==> src/verilog/ccfg_pkg.sv <==
`default_nettype none
package ccfg_pkg;
  // APB address width; each register index sits at byte address index * 4.
  localparam int            ADDR_W        = 12;
  localparam int            IDX_W         = 10;
  localparam int            REG_W         = 8;
  // Register indices.
  localparam logic [9:0]    PWR_IDX       = 10'h010;
  localparam logic [9:0]    PREDIV_IDX    = 10'h1e0;
  localparam logic [9:0]    SRC_IDX       = 10'h1e1;
  localparam logic [9:0]    UPD_IDX       = 10'h232;
  localparam logic [9:0]    STAT_IDX      = 10'h233;
  // Reset values of the staged registers.
  localparam logic [7:0]    PWR_RST       = 8'h01;
  localparam logic [7:0]    PREDIV_RST    = 8'h02;
  localparam logic [7:0]    SRC_RST       = 8'h00;
  // Field layouts.
  localparam int            PWR_LSB       = 0;
  localparam logic [1:0]    PWR_NORMAL    = 2'h0;
  localparam logic [1:0]    PWR_DOWN      = 2'h1;
  localparam int            PREDIV_LSB    = 0;
  localparam int            SRC_BYP_BIT   = 0;
  localparam int            SRC_VCO_BIT   = 1;
  localparam int            UPD_GO_BIT    = 0;
  // Pre-divider code to factor mapping: factor = code + 2, codes above 4 clamp.
  localparam logic [2:0]    DIV_MIN       = 3'h2;
  localparam logic [2:0]    DIV_MAX       = 3'h6;
  localparam logic [2:0]    DIV_CODE_MAX  = 3'h4;
  localparam logic [2:0]    DIV_RST_FACT  = 3'(PREDIV_RST[2:0] + DIV_MIN);
  // Status register bit positions.
  localparam int            STAT_PD_BIT   = 0;
  localparam int            STAT_VCO_BIT  = 1;
  localparam int            STAT_PRE_BIT  = 2;
  localparam int            STAT_DSRC_BIT = 3;
  localparam int            STAT_BYP_BIT  = 4;
  localparam int            STAT_FAC_LSB  = 5;
endpackage : ccfg_pkg
`default_nettype wire

==> src/verilog/ccfg_top.sv <==
// Function
// - Reset leaves PLL off, input through pre-divider.
// - Power field 01 powers down, 00 runs.
// - Pre-divider ratio resets to divide by four.
// - Bypass clear feeds distribution from pre-divider.
// - Source clear selects external clock input.
// - Pre-divider route divides by at least two.
// - New settings apply only after update write.
// - PLL with external input keeps VCO off.
// - Bypass set skips the pre-divider.
// - Source set selects the internal VCO.
`timescale 1ns/1ns
`default_nettype none
module ccfg_top
  import ccfg_pkg::*;
(
  // Clock and reset.
  input  wire logic               SYS_CLK,
  input  wire logic               RST_B,
  // APB slave.
  input  wire logic               PSEL,
  input  wire logic               PENABLE,
  input  wire logic               PWRITE,
  input  wire logic [ADDR_W-1:0]  PADDR,
  input  wire logic [31:0]        PWDATA,
  output logic      [31:0]        PRDATA,
  output logic                    PREADY,
  output logic                    PSLVERR,
  // Clock path controls.
  output logic                    PLL_PWR_DOWN,
  output logic                    VCO_PWR_ON,
  output logic                    PRESCALER_EXT_SEL,
  output logic                    DIST_SRC_VCO,
  output logic                    DIST_PREDIV_BYPASS,
  output logic      [2:0]         PREDIV_FACTOR
);

  logic             [IDX_W-1:0]   idx;
  logic                           aligned;
  logic                           hit_pwr;
  logic                           hit_div;
  logic                           hit_src;
  logic                           hit_upd;
  logic                           hit_stat;
  logic                           mapped;
  logic                           acc;
  logic                           setup;
  logic                           wr_ok;
  logic                           wr_go;
  logic                           upd_r;
  logic                           upd_nxt;
  logic                           upd_seen_r;
  logic             [REG_W-1:0]   stg_pwr;
  logic             [REG_W-1:0]   stg_div;
  logic             [REG_W-1:0]   stg_src;
  logic             [REG_W-1:0]   act_pwr;
  logic             [REG_W-1:0]   act_div;
  logic             [REG_W-1:0]   act_src;
  logic             [REG_W-1:0]   stat;
  logic             [REG_W-1:0]   rd_mux;
  logic             [31:0]        prdata_r;

  // Address decode; each register takes one aligned word at index * 4.
  assign idx      = PADDR[ADDR_W-1:2];
  assign aligned  = (PADDR[1:0] == 2'h0);
  assign hit_pwr  = aligned && (idx == PWR_IDX);
  assign hit_div  = aligned && (idx == PREDIV_IDX);
  assign hit_src  = aligned && (idx == SRC_IDX);
  assign hit_upd  = aligned && (idx == UPD_IDX);
  assign hit_stat = aligned && (idx == STAT_IDX);
  assign mapped   = hit_pwr || hit_div || hit_src || hit_upd || hit_stat;

  // Zero wait states; errors for unmapped addresses and status writes.
  assign setup   = PSEL && !PENABLE;
  assign acc     = PSEL && PENABLE;
  assign PREADY  = 1'b1;
  assign PSLVERR = acc && (!mapped || (PWRITE && hit_stat));
  assign wr_ok   = acc && PWRITE && mapped && !hit_stat;
  assign wr_go   = wr_ok && hit_upd && PWDATA[UPD_GO_BIT];

  // Update flag: set by the command write, cleared one cycle later.
  // A fresh command in the clearing cycle wins, so no update is lost.
  assign upd_nxt = wr_go;

  always_ff @(posedge SYS_CLK or negedge RST_B) begin
    if (!RST_B) begin
      upd_r <= 1'b0;
    end else begin
      upd_r <= upd_nxt;
    end
  end

  // Remembers that at least one update has been applied since reset.
  always_ff @(posedge SYS_CLK or negedge RST_B) begin
    if (!RST_B) begin
      upd_seen_r <= 1'b0;
    end else if (upd_r) begin
      upd_seen_r <= 1'b1;
    end
  end

  // Staged and active copies of the three settings registers.
  ccfg_stage_reg #(.W(REG_W), .RST(PWR_RST)) u_pwr (
    .clk      (SYS_CLK),
    .rst_b    (RST_B),
    .wr_en    (wr_ok && hit_pwr),
    .wr_data  (PWDATA[REG_W-1:0]),
    .load     (upd_r),
    .stage_q  (stg_pwr),
    .active_q (act_pwr)
  );

  ccfg_stage_reg #(.W(REG_W), .RST(PREDIV_RST)) u_div (
    .clk      (SYS_CLK),
    .rst_b    (RST_B),
    .wr_en    (wr_ok && hit_div),
    .wr_data  (PWDATA[REG_W-1:0]),
    .load     (upd_r),
    .stage_q  (stg_div),
    .active_q (act_div)
  );

  ccfg_stage_reg #(.W(REG_W), .RST(SRC_RST)) u_src (
    .clk      (SYS_CLK),
    .rst_b    (RST_B),
    .wr_en    (wr_ok && hit_src),
    .wr_data  (PWDATA[REG_W-1:0]),
    .load     (upd_r),
    .stage_q  (stg_src),
    .active_q (act_src)
  );

  // Clock path decode from the active settings.
  ccfg_route u_route (
    .clk        (SYS_CLK),
    .rst_b      (RST_B),
    .pwr        (act_pwr[PWR_LSB +: 2]),
    .ratio      (act_div[PREDIV_LSB +: 3]),
    .bypass     (act_src[SRC_BYP_BIT]),
    .src_vco    (act_src[SRC_VCO_BIT]),
    .pll_pd_r   (PLL_PWR_DOWN),
    .vco_on_r   (VCO_PWR_ON),
    .pre_ext_r  (PRESCALER_EXT_SEL),
    .dist_vco_r (DIST_SRC_VCO),
    .bypass_r   (DIST_PREDIV_BYPASS),
    .factor_r   (PREDIV_FACTOR)
  );

  // Status word showing the clock path actually in force.
  always_comb begin
    stat                              = '0;
    stat[STAT_PD_BIT]                 = PLL_PWR_DOWN;
    stat[STAT_VCO_BIT]                = VCO_PWR_ON;
    stat[STAT_PRE_BIT]                = PRESCALER_EXT_SEL;
    stat[STAT_DSRC_BIT]               = DIST_SRC_VCO;
    stat[STAT_BYP_BIT]                = DIST_PREDIV_BYPASS;
    stat[STAT_FAC_LSB +: 3]           = PREDIV_FACTOR;
  end

  // Read multiplexer; reads of settings return the staged values.
  always_comb begin
    rd_mux = '0;
    if (hit_pwr) begin
      rd_mux = stg_pwr;
    end else if (hit_div) begin
      rd_mux = stg_div;
    end else if (hit_src) begin
      rd_mux = stg_src;
    end else if (hit_upd) begin
      rd_mux[UPD_GO_BIT] = upd_r;
    end else if (hit_stat) begin
      rd_mux = stat;
    end
  end

  // Read data is captured in the setup cycle and held through the access.
  always_ff @(posedge SYS_CLK or negedge RST_B) begin
    if (!RST_B) begin
      prdata_r <= '0;
    end else if (setup && !PWRITE) begin
      prdata_r <= {{(32-REG_W){1'b0}}, rd_mux};
    end
  end

  assign PRDATA = prdata_r;
endmodule : ccfg_top
`default_nettype wire

==> src/verilog/ccfg_stage_reg.sv <==
`timescale 1ns/1ns
`default_nettype none
module ccfg_stage_reg
  import ccfg_pkg::*;
#(
  parameter int               W   = 8,
  parameter logic [W-1:0]     RST = '0
) (
  // Clock and reset.
  input  wire logic           clk,
  input  wire logic           rst_b,
  // Software write into the staged copy.
  input  wire logic           wr_en,
  input  wire logic [W-1:0]   wr_data,
  // Update command copies staged into active.
  input  wire logic           load,
  output logic      [W-1:0]   stage_q,
  output logic      [W-1:0]   active_q
);

  // Staged copy follows software writes only.
  always_ff @(posedge clk or negedge rst_b) begin
    if (!rst_b) begin
      stage_q <= RST;
    end else if (wr_en) begin
      stage_q <= wr_data;
    end
  end

  // Active copy changes only on the update command.
  always_ff @(posedge clk or negedge rst_b) begin
    if (!rst_b) begin
      active_q <= RST;
    end else if (load) begin
      active_q <= stage_q;
    end
  end
endmodule : ccfg_stage_reg
`default_nettype wire

==> src/verilog/ccfg_route.sv <==
`timescale 1ns/1ns
`default_nettype none
module ccfg_route
  import ccfg_pkg::*;
(
  // Clock and reset.
  input  wire logic        clk,
  input  wire logic        rst_b,
  // Active configuration fields.
  input  wire logic [1:0]  pwr,
  input  wire logic [2:0]  ratio,
  input  wire logic        bypass,
  input  wire logic        src_vco,
  // Registered clock path controls.
  output logic             pll_pd_r,
  output logic             vco_on_r,
  output logic             pre_ext_r,
  output logic             dist_vco_r,
  output logic             bypass_r,
  output logic      [2:0]  factor_r
);

  logic                    pll_on;
  logic             [2:0]  factor_nxt;

  // Only the normal code powers the PLL; every other code leaves it down.
  assign pll_on = (pwr == PWR_NORMAL);

  // Factor is code plus two, clamped so it never exceeds six.
  always_comb begin
    if (ratio > DIV_CODE_MAX) begin
      factor_nxt = DIV_MAX;
    end else begin
      factor_nxt = 3'(ratio + DIV_MIN);
    end
  end

  // Clock path controls, registered from the active fields.
  always_ff @(posedge clk or negedge rst_b) begin
    if (!rst_b) begin
      pll_pd_r   <= 1'b1;
      vco_on_r   <= 1'b0;
      pre_ext_r  <= 1'b0;
      dist_vco_r <= 1'b0;
      bypass_r   <= 1'b0;
      factor_r   <= DIV_RST_FACT;
    end else begin
      pll_pd_r   <= !pll_on;
      vco_on_r   <= pll_on && src_vco;
      pre_ext_r  <= pll_on && !src_vco;
      dist_vco_r <= src_vco;
      bypass_r   <= bypass;
      factor_r   <= factor_nxt;
    end
  end

endmodule : ccfg_route
`default_nettype wire

==> config.mk <==
export PLATFORM = sky130hd
export DESIGN_NAME = ccfg_top
export DESIGN_NICKNAME = d
export VERILOG_FILES = /design/src/verilog/ccfg_pkg.sv /design/src/verilog/ccfg_top.sv /design/src/verilog/ccfg_stage_reg.sv /design/src/verilog/ccfg_route.sv
export SDC_FILE = /design/constraint.sdc
export NUM_CORES = 1
export LEC_CHECK = 0
export BUFFER_PORTS_ARGS = -buffer_cell sky130_fd_sc_hd__buf_2
export CORE_UTILIZATION = 54
export CTS_BUF_LIST = sky130_fd_sc_hd__clkbuf_4
export CTS_CLUSTER_DIAMETER = 100
export DETAILED_ROUTE_END_ITERATION = 8
export HOLD_SLACK_MARGIN = 0.03
export PLACE_DENSITY = 0.87
export SLEW_MARGIN = 20
export SYNTH_ARGS = -nofsm -noshare
export SYNTH_HDL_FRONTEND = slang
export SYNTH_SLANG_ARGS = --single-unit
==> constraint.sdc <==
create_clock -name SYS_CLK -period 4.2 [get_ports SYS_CLK]
set_clock_uncertainty 0.2 [all_clocks]
set_input_delay 0.21 -clock SYS_CLK [delete_from_list [all_inputs] [get_ports SYS_CLK]]
set_output_delay 0.21 -clock SYS_CLK [all_outputs]
set_load 0.1 [all_outputs]
==> impl_metrics.yaml, run 1 <==
run_status:
  status: "finished clean"
route:
  drtAntennaViolNets: 0
  vias_per_cell: 5.65
  num_vias: 1750
  wl_mm: 4.96
  drc_errors: 0
  dr.pass1.iters: 4
  initialDrtViolationCount: 144
  wl_per_cell_um: 16.0
critical_path:
  cp-start-kind: "input port"
  critical-path-top-delay-family: "simple AND/OR/NAND/NOR gates"
  crit_path_end_kind: "register"
  path_max_fanout: 10
  worstPathRequired_ps: 4260
  path_buf_inv: 2
  worstPathCellList: "dlygate4sd3_1, buf_2, nor4_1, nand3_2, nor3_4, mux2_2"
  critPathMaxStageDelay_ps: 600
  cp_slowest_cell: "nor4_1"
  path_class: "in2reg"
  critical_path_arrival_ps: 2850
grt:
  grt_usage_pct: 24.5
  gr-total-overflow: 0
  grt_pass1_vias: 1676
  grt_pass1_wl_mm: 8.09
  grt_start_max_net_pins: 49
  antenna_found_initial: 0
yosys:
  ys_ff_latch: 48
  yosysMostFrequentCell: "dfrtp_1"
  netlist.area_leader.share_pct: 44.3
  async_flop_share_pct: 100
  synth_top_area_cell: "dfrtp_1"
  netlist_area_mm2: 0.00237
  syn_inst: 204
  syn_avg_cell_area_um2: 11.6
  synthFlopType: "dfrtp_1"
  synth_area_leaders: "dfrtp_1, mux2_2, buf_4"
  synth-edff-count: 0
  synthDistinctLibCells: 41
  synth_common_cells: "dfrtp_1, mux2_2, buf_4"
  yosysWarningCount: 0
  seq_area_frac_synth_pct: 51.0
run:
  maxCapViolations: 0
timing:
  drv_slew: 0
  rsz0062_at_grt: "no"
  timing.final.crit_share_pct: 66.3
  max_clock_freq_mhz: 359
  final_hold_viol_count: 0
  tightestPinTransition_ps: 846
  fin_crit_ps: 2780
  finalSetupTns_ps: 0
  maxSlewHeadroom_pct: 43.2
  finalSetupViolCount: 0
  fin_ws_ps: 1420
pwr:
  leakage_nw: 1.31
  switching_power_mw: 0.306
  ir_worst_vdd_mv: 0.173
  comb_power_share_pct: 21.2
  netSwitchingFraction_pct: 35.2
  clockPowerShare_pct: 24.9
  powerDensity_mw_per_mm2: 319
  seqPwrFrac_pct: 53.9
  intPower_mw: 0.563
clock_network:
  holdBufCountCts: 15
  post_cts_buffers: 0
  cts_buffer_depth: 2
  clock-sinks: 48
  cts.clk_slew.worst_paths_ps: 150
  cts_resized: 0
  clk_root_buffer_cell: "clkbuf_4"
  cts_tree: "built"
  cts_buffers: 5
  clk_latency_ps: 360
  cts_max_level: 2
finish:
  layout-drive-gt1-share_pct: 37.3
  final_nets: 308
  diodes: 0
  instances_no_fill: 310
  area_growth_pct: 14.9
  fillCellCount: 323
floorplan:
  io-pin-count: 91
  die_area_mm2: 0.00466
  core_mm2: 0.00412
  die_x_um: 68.3
  rows: 23
  initial_utilization_pct: 57.6
  die_h_um: 68.3
hold_path:
  min_path_type: "in2reg"
placement:
  post-place-ws_ps: 1560
  gp_congestion: 0.880
  hpwl_mm: 3.50
  dp_cells: 287
  portBuffers: 41
[area by class of cell]
type	count	area, um2	share of cell area [%]
multi-input combinational	144	1020	37.6
timing repair buffer	56	358	13.1
sequential	48	1210	44.4
clock buffer	6	45.0	1.65
clock inverter	2	12.5	0.459
tap	50	62.6	2.30
inverter	4	15.0	0.551
[routing by layer]
layer	vias up	routed length (um)	GRT usage, %
met3	16	328	4.50
met4	0	128	12.2
met2	86	2480	40.1
met1	843	2020	30.8
met5	-	0	0
li1	805	-	-
[state kept, by name (all words and copies together), names as in the netlist, 2 cells and up]
name and flops:
u_pwr.stage_q 8, u_div.stage_q 8, u_pwr.active_q 2, PRDATA 8, u_route.factor_r 3, u_src.active_q 2, u_div.active_q 3, u_src.stage_q 8
[placed cells by master, fill, tap and decap left out, types with 2 or more instances in the layout]
master / n
or2_2: 3
nor4_1: 2
nand4_1: 3
nor3_4: 3
nand4b_1: 6
a221oi_1: 7
conb_1: 25
a31oi_1: 2
clkbuf_4: 6
o21ai_0: 15
nand3b_1: 2
nand3_1: 3
mux2_2: 30
dlygate4sd3_1: 15
buf_2: 40
nand2_1: 10
dfrtp_1: 42
nor2_1: 8
inv_1: 2
a21oi_1: 6
dfstp_2: 6
nand2b_1: 2
[metrics by stage]
step | area [um2] | util (%) | hold WS, ps | total power, mW
after floorplan | 2460 | - | -286 | 0.634
after global placement | 2510 | 61.1 | 155 | 0.649
after detailed placement | 2510 | 61.1 | 159 | 0.651
after CTS | 2720 | 66.2 | 85.3 | 0.871
after global routing | 2730 | 66.2 | 122 | 0.899
final | 2730 | 66.2 | 86.3 | 0.869
[kinds of logic after synthesis]
logic type	share of synthesized area [%]
multiplexers	14.7
AO/OA/AOI/OAI	9.24
flip-flops	51.0
buffers and inverters	9.50
AND/OR/NAND/NOR	15.3
other	0.317
[worst register-to-register path: cells and delay by family, from the launching register on]
kind	cells	cell delay [ps]
flops	1	570
compound gates	3	570
mux	1	130
[power by group through the flow]
stage / Sequential [mW] / Combinational [mW] / Clock (mW)
final: 0.468 / 0.184 / 0.216
after global routing: 0.469 / 0.194 / 0.236
after CTS: 0.468 / 0.184 / 0.219
after detailed placement: 0.476 / 0.174 / 0
after global placement: 0.477 / 0.173 / 0
after floorplan: 0.499 / 0.136 / 0
[final timing paths]
check,start,endpoint,slack [ps],cells after the start
setup / recovery,PADDR[1],u_pwr.stage_q[2],1420,6
hold / removal,PSEL,PRDATA[1],90,4
setup reg to reg,upd_r,PRDATA[0],2670,4
hold reg to reg,u_src.active_q[0],u_route.bypass_r,180,0
max in group asynchronous,RST_B,u_pwr.stage_q[0],3230,2
min in group asynchronous,RST_B,PRDATA[3],140,2
No activity file was read; power rests on OpenSTA's default activity.
==> inputs of run 2 (changes only) <==
CORE_UTILIZATION = 50   (was 54)
PLACE_DENSITY = 0.81   (was 0.87)
clock period = 2.6 ns   (was 4.2 ns; I/O delays follow)
==> run 2 against run 1 <==
Effect of this change: sequential cell count stayed put; global-route usage is 1.1 points lower; critical path depth stayed put; die area is 7.7% higher; combinational power is 66% higher; largest cell class unchanged.
==> impl_metrics.yaml, run 2 (same netlist as run 1, synthesis figures left out) <==
clock_network:
  clk_latency_ps: 360
  cts_buffer_depth: 2
  cts_tree: "built"
  cts_max_level: 2
  cts.clk_slew.worst_paths_ps: 130
  cts_buffers: 5
  post_cts_buffers: 0
  clock-sinks: 48
  clk_root_buffer_cell: "clkbuf_4"
floorplan:
  initial_utilization_pct: 53.4
  die_area_mm2: 0.00502
  die_x_um: 70.9
  rows: 24
  io-pin-count: 91
  die_h_um: 70.9
  core_mm2: 0.00444
timing:
  finalSetupTns_ps: 0
  fin_crit_ps: 2430
  final_hold_viol_count: 0
  timing.final.crit_share_pct: 93.6
  max_clock_freq_mhz: 411
  rsz0062_at_grt: "no"
  tightestPinTransition_ps: 598
  maxSlewHeadroom_pct: 60.2
  drv_slew: 0
  finalSetupViolCount: 0
  hold_ws_ps: 64.7
finish:
  diodes: 0
  layout-drive-gt1-share_pct: 39.1
  utilization_pct: 63.5
  fillCellCount: 364
  final_cell_mix: "dfrtp_1, buf_2, mux2_2"
  final_common_cell: "dfrtp_1"
  area_growth_pct: 19.0
  final_nets: 319
critical_path:
  worstPathRequired_ps: 2270
  critical_path_arrival_ps: 2100
  crit_path_end_kind: "output port"
  r2r_cells: 4
  cp-start-kind: "input port"
  path_max_fanout: 13
  reg2reg_slack_ps: 1050
  path_class: "in2out"
route:
  wl_per_cell_um: 16.4
  num_vias: 1800
  dr.pass1.iters: 6
  drtAntennaViolNets: 0
  wl_mm: 5.31
  drc_errors: 0
  initialDrtViolationCount: 112
  vias_per_cell: 5.57
hold_path:
  min_path_type: "in2reg"
  holdPathStages: 5
grt:
  gr-total-overflow: 0
  grt_start_max_net_pins: 27
  grt_usage_pct: 23.4
  antenna_found_initial: 0
  grt_pass1_vias: 1819
  grt_pass1_wl_mm: 8.85
placement:
  hpwl_mm: 3.73
  portBuffers: 41
  gp_congestion: 0.915
run_status:
  status: "finished clean"
pwr:
  ir_worst_vdd_mv: 0.311
  powerDensity_mw_per_mm2: 500
  leakage_nw: 1.37
  power_mw: 1.41
run:
  maxCapViolations: 0
## run 2: cell types whose count changed in the layout (fill, tap and decap cells not counted), sizes merged
cell,change
buf,+8
dlygate4sd3,+3
clkbuf,+1
clkinvlp,-1
## run 2: report_power, final
| part | leakage, nW | internal, mW | switching [mW] |
|---|---|---|---|
| logic | 0.701 | 0.0464 | 0.258 |
| clock network | 0.0361 | 0.127 | 0.224 |
| registers | 0.634 | 0.752 | 0.00323 |
| total | 1.37 | 0.925 | 0.485 |
## run 2: critical path: stages
cell and delay (ps):
dlygate4sd3_1 520, buf_2 270, nand2b_1 310, o21ai_0 140, a221oi_2 260, buf_2 460
## run 2: layout make-up
cell class / instances / area, um2 / share of cell area (%)
sequential: 48 / 1210 / 42.8
multi-input combinational: 144 / 1030 / 36.5
timing repair buffer: 67 / 445 / 15.8
tap: 52 / 65.1 / 2.31
clock buffer: 7 / 52.6 / 1.86
inverter: 4 / 15.0 / 0.532
clock inverter: 1 / 5.00 / 0.177
## run 2: path summary, 6_finish.rpt
path	endpoint	from
max	PSLVERR	PADDR[7]
min	PRDATA[0]	PADDR[10]
max reg2reg	PRDATA[0]	upd_r
min reg2reg	u_route.bypass_r	u_src.active_q[0]
max in group asynchronous	u_route.factor_r[2]	RST_B
min in group asynchronous	u_src.active_q[1]	RST_B
## run 2: metrics by stage
stage	cell area [um2]	instances	setup slack [ps]
6_report	2820	323	166
5_1_grt	2820	323	118
4_1_cts	2820	323	184
3_5_place_dp	2580	297	391
3_3_place_gp	2580	297	432
2_1_floorplan	2460	227	4.05
## run 2: what timing repair did
action	CTS	global route
hold buffers	18	0
hold endpoints to repair	52	0
gates resized for setup	0	0
## run 2: per-layer routing
metal	up-vias	global-route usage (%)	wire length [um]
met5	-	0	0
met4	0	8.67	87
met3	11	3.70	206
met2	74	38.7	2610
met1	893	31.3	2410
li1	822	-	-
==> inputs of run 3 (changes only) <==
BUFFER_PORTS_ARGS = -buffer_cell sky130_fd_sc_hd__buf_4   (was -buffer_cell sky130_fd_sc_hd__buf_2)
==> run 3 against run 2 <==
Effect of this change: register-to-register slack worse by 120 ps; design area up 5.6%; largest power group unchanged; hold slack worse by 6.7 ps; global-route usage up 0.14 points; highest routed layer unchanged; sequential share of layout area down 2.3 points; clock power up 28%; first-iteration DRC count up 100%; die area unchanged; critical path type unchanged; critical path depth up 2; total power up 8.1%; routed wire length up 0.73%.
==> impl_metrics.yaml, run 3 (same netlist as run 1, synthesis figures left out) <==
critical_path:
  path_buf_inv: 4
  path_max_fanout: 8
  r2r-start: "upd_r"
  critPathMaxStageDelay_ps: 540
  critical_path_arrival_ps: 2150
  path_class: "in2out"
  worstPathRequired_ps: 2270
  critical-path-top-delay-family: "buffers and inverters"
  worstPathCellList: "dlygate4sd3_1, buf_4, nor4b_2, nand2b_1, buf_4, o21ai_0, a221oi_2, buf_4"
  cp_slowest_cell: "dlygate4sd3_1"
  crit_path_end_kind: "output port"
  critical_path.startpoint: "PADDR[9]"
  cpMostUsedCell: "buf_4"
  cp-start-kind: "input port"
clock_network:
  clk_latency_ps: 370
  cts_buffers: 5
  clock-sinks: 48
  cts.clk_slew.worst_paths_ps: 150
  post_cts_buffers: 0
  cts_buffer_depth: 2
  cts_max_level: 2
  clk_root_buffer_cell: "clkbuf_4"
  cts_tree: "built"
floorplan:
  io-pin-count: 91
  die_area_mm2: 0.00502
  die_h_um: 70.9
  core_mm2: 0.00444
  initial_utilization_pct: 53.4
  die_x_um: 70.9
  rows: 24
grt:
  grt_start_max_net_pins: 49
  gr-total-overflow: 0
  grt_pass1_vias: 1767
  antenna_found_initial: 0
  grt_usage_pct: 23.5
  grt_pass1_wl_mm: 8.89
pwr:
  switching_power_mw: 0.509
  intPower_mw: 1.02
  comb_power_share_pct: 21.1
  seqPwrFrac_pct: 49.6
  clockPowerShare_pct: 29.3
  leakage_nw: 1.42
  powerDensity_mw_per_mm2: 512
  netSwitchingFraction_pct: 33.4
  ir_worst_vdd_mv: 0.314
placement:
  dp_cells: 297
  portBuffers: 41
  hpwl_mm: 3.66
  gp_congestion: 0.912
finish:
  final_common_cell: "buf_4"
  final_nets: 321
  diodes: 0
  final_cell_mix: "buf_4, dfrtp_1, mux2_2"
  seq_area_mm2: 0.00121
  instances_no_fill: 325
  fillCellCount: 352
  layout-drive-gt1-share_pct: 39.2
  multi_input_area_mm2: 0.00104
  area_growth_pct: 25.6
timing:
  maxSlewHeadroom_pct: 60.1
  final_hold_viol_count: 0
  drv_slew: 0
  tightestPinTransition_ps: 599
  finalSetupViolCount: 0
  max_clock_freq_mhz: 402
  timing.final.crit_share_pct: 95.6
  finalSetupTns_ps: 0
  fin_crit_ps: 2480
  rsz0062_at_grt: "no"
route:
  wl_per_cell_um: 16.4
  wl_mm: 5.35
  initialDrtViolationCount: 227
  vias_per_cell: 5.65
  drtAntennaViolNets: 0
  drc_errors: 0
  dr.pass1.iters: 8
  num_vias: 1837
run_status:
  status: "finished clean"
hold_path:
  min_path_type: "in2reg"
  hp-start: "PWRITE"
run:
  maxCapViolations: 0
## run 3: per-layer routing
| metal | GRT usage, % | wire (um) | vias to the layer above |
|---|---|---|---|
| li1 | - | - | 826 |
| met2 | 39.4 | 2670 | 92 |
| met1 | 31.0 | 2250 | 898 |
| met3 | 3.85 | 291 | 21 |
| met4 | 8.67 | 140 | 0 |
| met5 | 0 | 0 | - |
## run 3: what timing repair did
item | 4_1_cts | 5_1_grt
setup endpoints to repair | 0 | 2
hold buffers | 21 | 0
endpoints found under the hold margin | 76 | 0
resized for setup | 0 | 2
## run 3: worst reg2reg max path, stage by stage, from the launching register on
cell and delay (ps):
dfrtp_1 600, mux2i_1 150, o32ai_1 320, o21ai_0 150
a31oi_1 180
## run 3: worst paths after layout
path / to / slack [ps] / cells after the start
max: PSLVERR / 120 / 8
min: PRDATA[3] / 60 / 5
max reg2reg: PRDATA[0] / 930 / 4
min reg2reg: u_route.bypass_r / 200 / 0
max in group asynchronous: u_route.bypass_r / 1710 / 2
min in group asynchronous: PRDATA[2] / 90 / 2
## run 3: stage by stage
stage	hold slack [ps]	instance area (um2)	worst slack, ps	power [mW]	utilization (%)
CTS	74.4	2980	87.3	1.53	67.0
global placement	-26.3	2690	393	1.07	60.4
floorplan	-366	2460	4.05	1.02	-
finish	58.0	2980	115	1.52	67.0
global route	114	2980	59.3	1.57	67.0
detailed placement	-20.2	2690	377	1.07	60.4
## run 3: final cells by class
class | count | area share, %
clock inverter | 3 | 1.43
clock buffer | 5 | 1.26
multi-input combinational | 144 | 35.0
tap | 52 | 2.18
inverter | 4 | 0.504
sequential | 48 | 40.6
timing repair buffer | 69 | 19.1
## run 3: power groups by stage
stage	combinational, mW	clock, mW	sequential, mW
floorplan	0.220	0	0.805
global placement	0.297	0	0.770
detailed placement	0.298	0	0.770
CTS	0.320	0.451	0.756
global route	0.335	0.476	0.756
finish	0.322	0.447	0.756
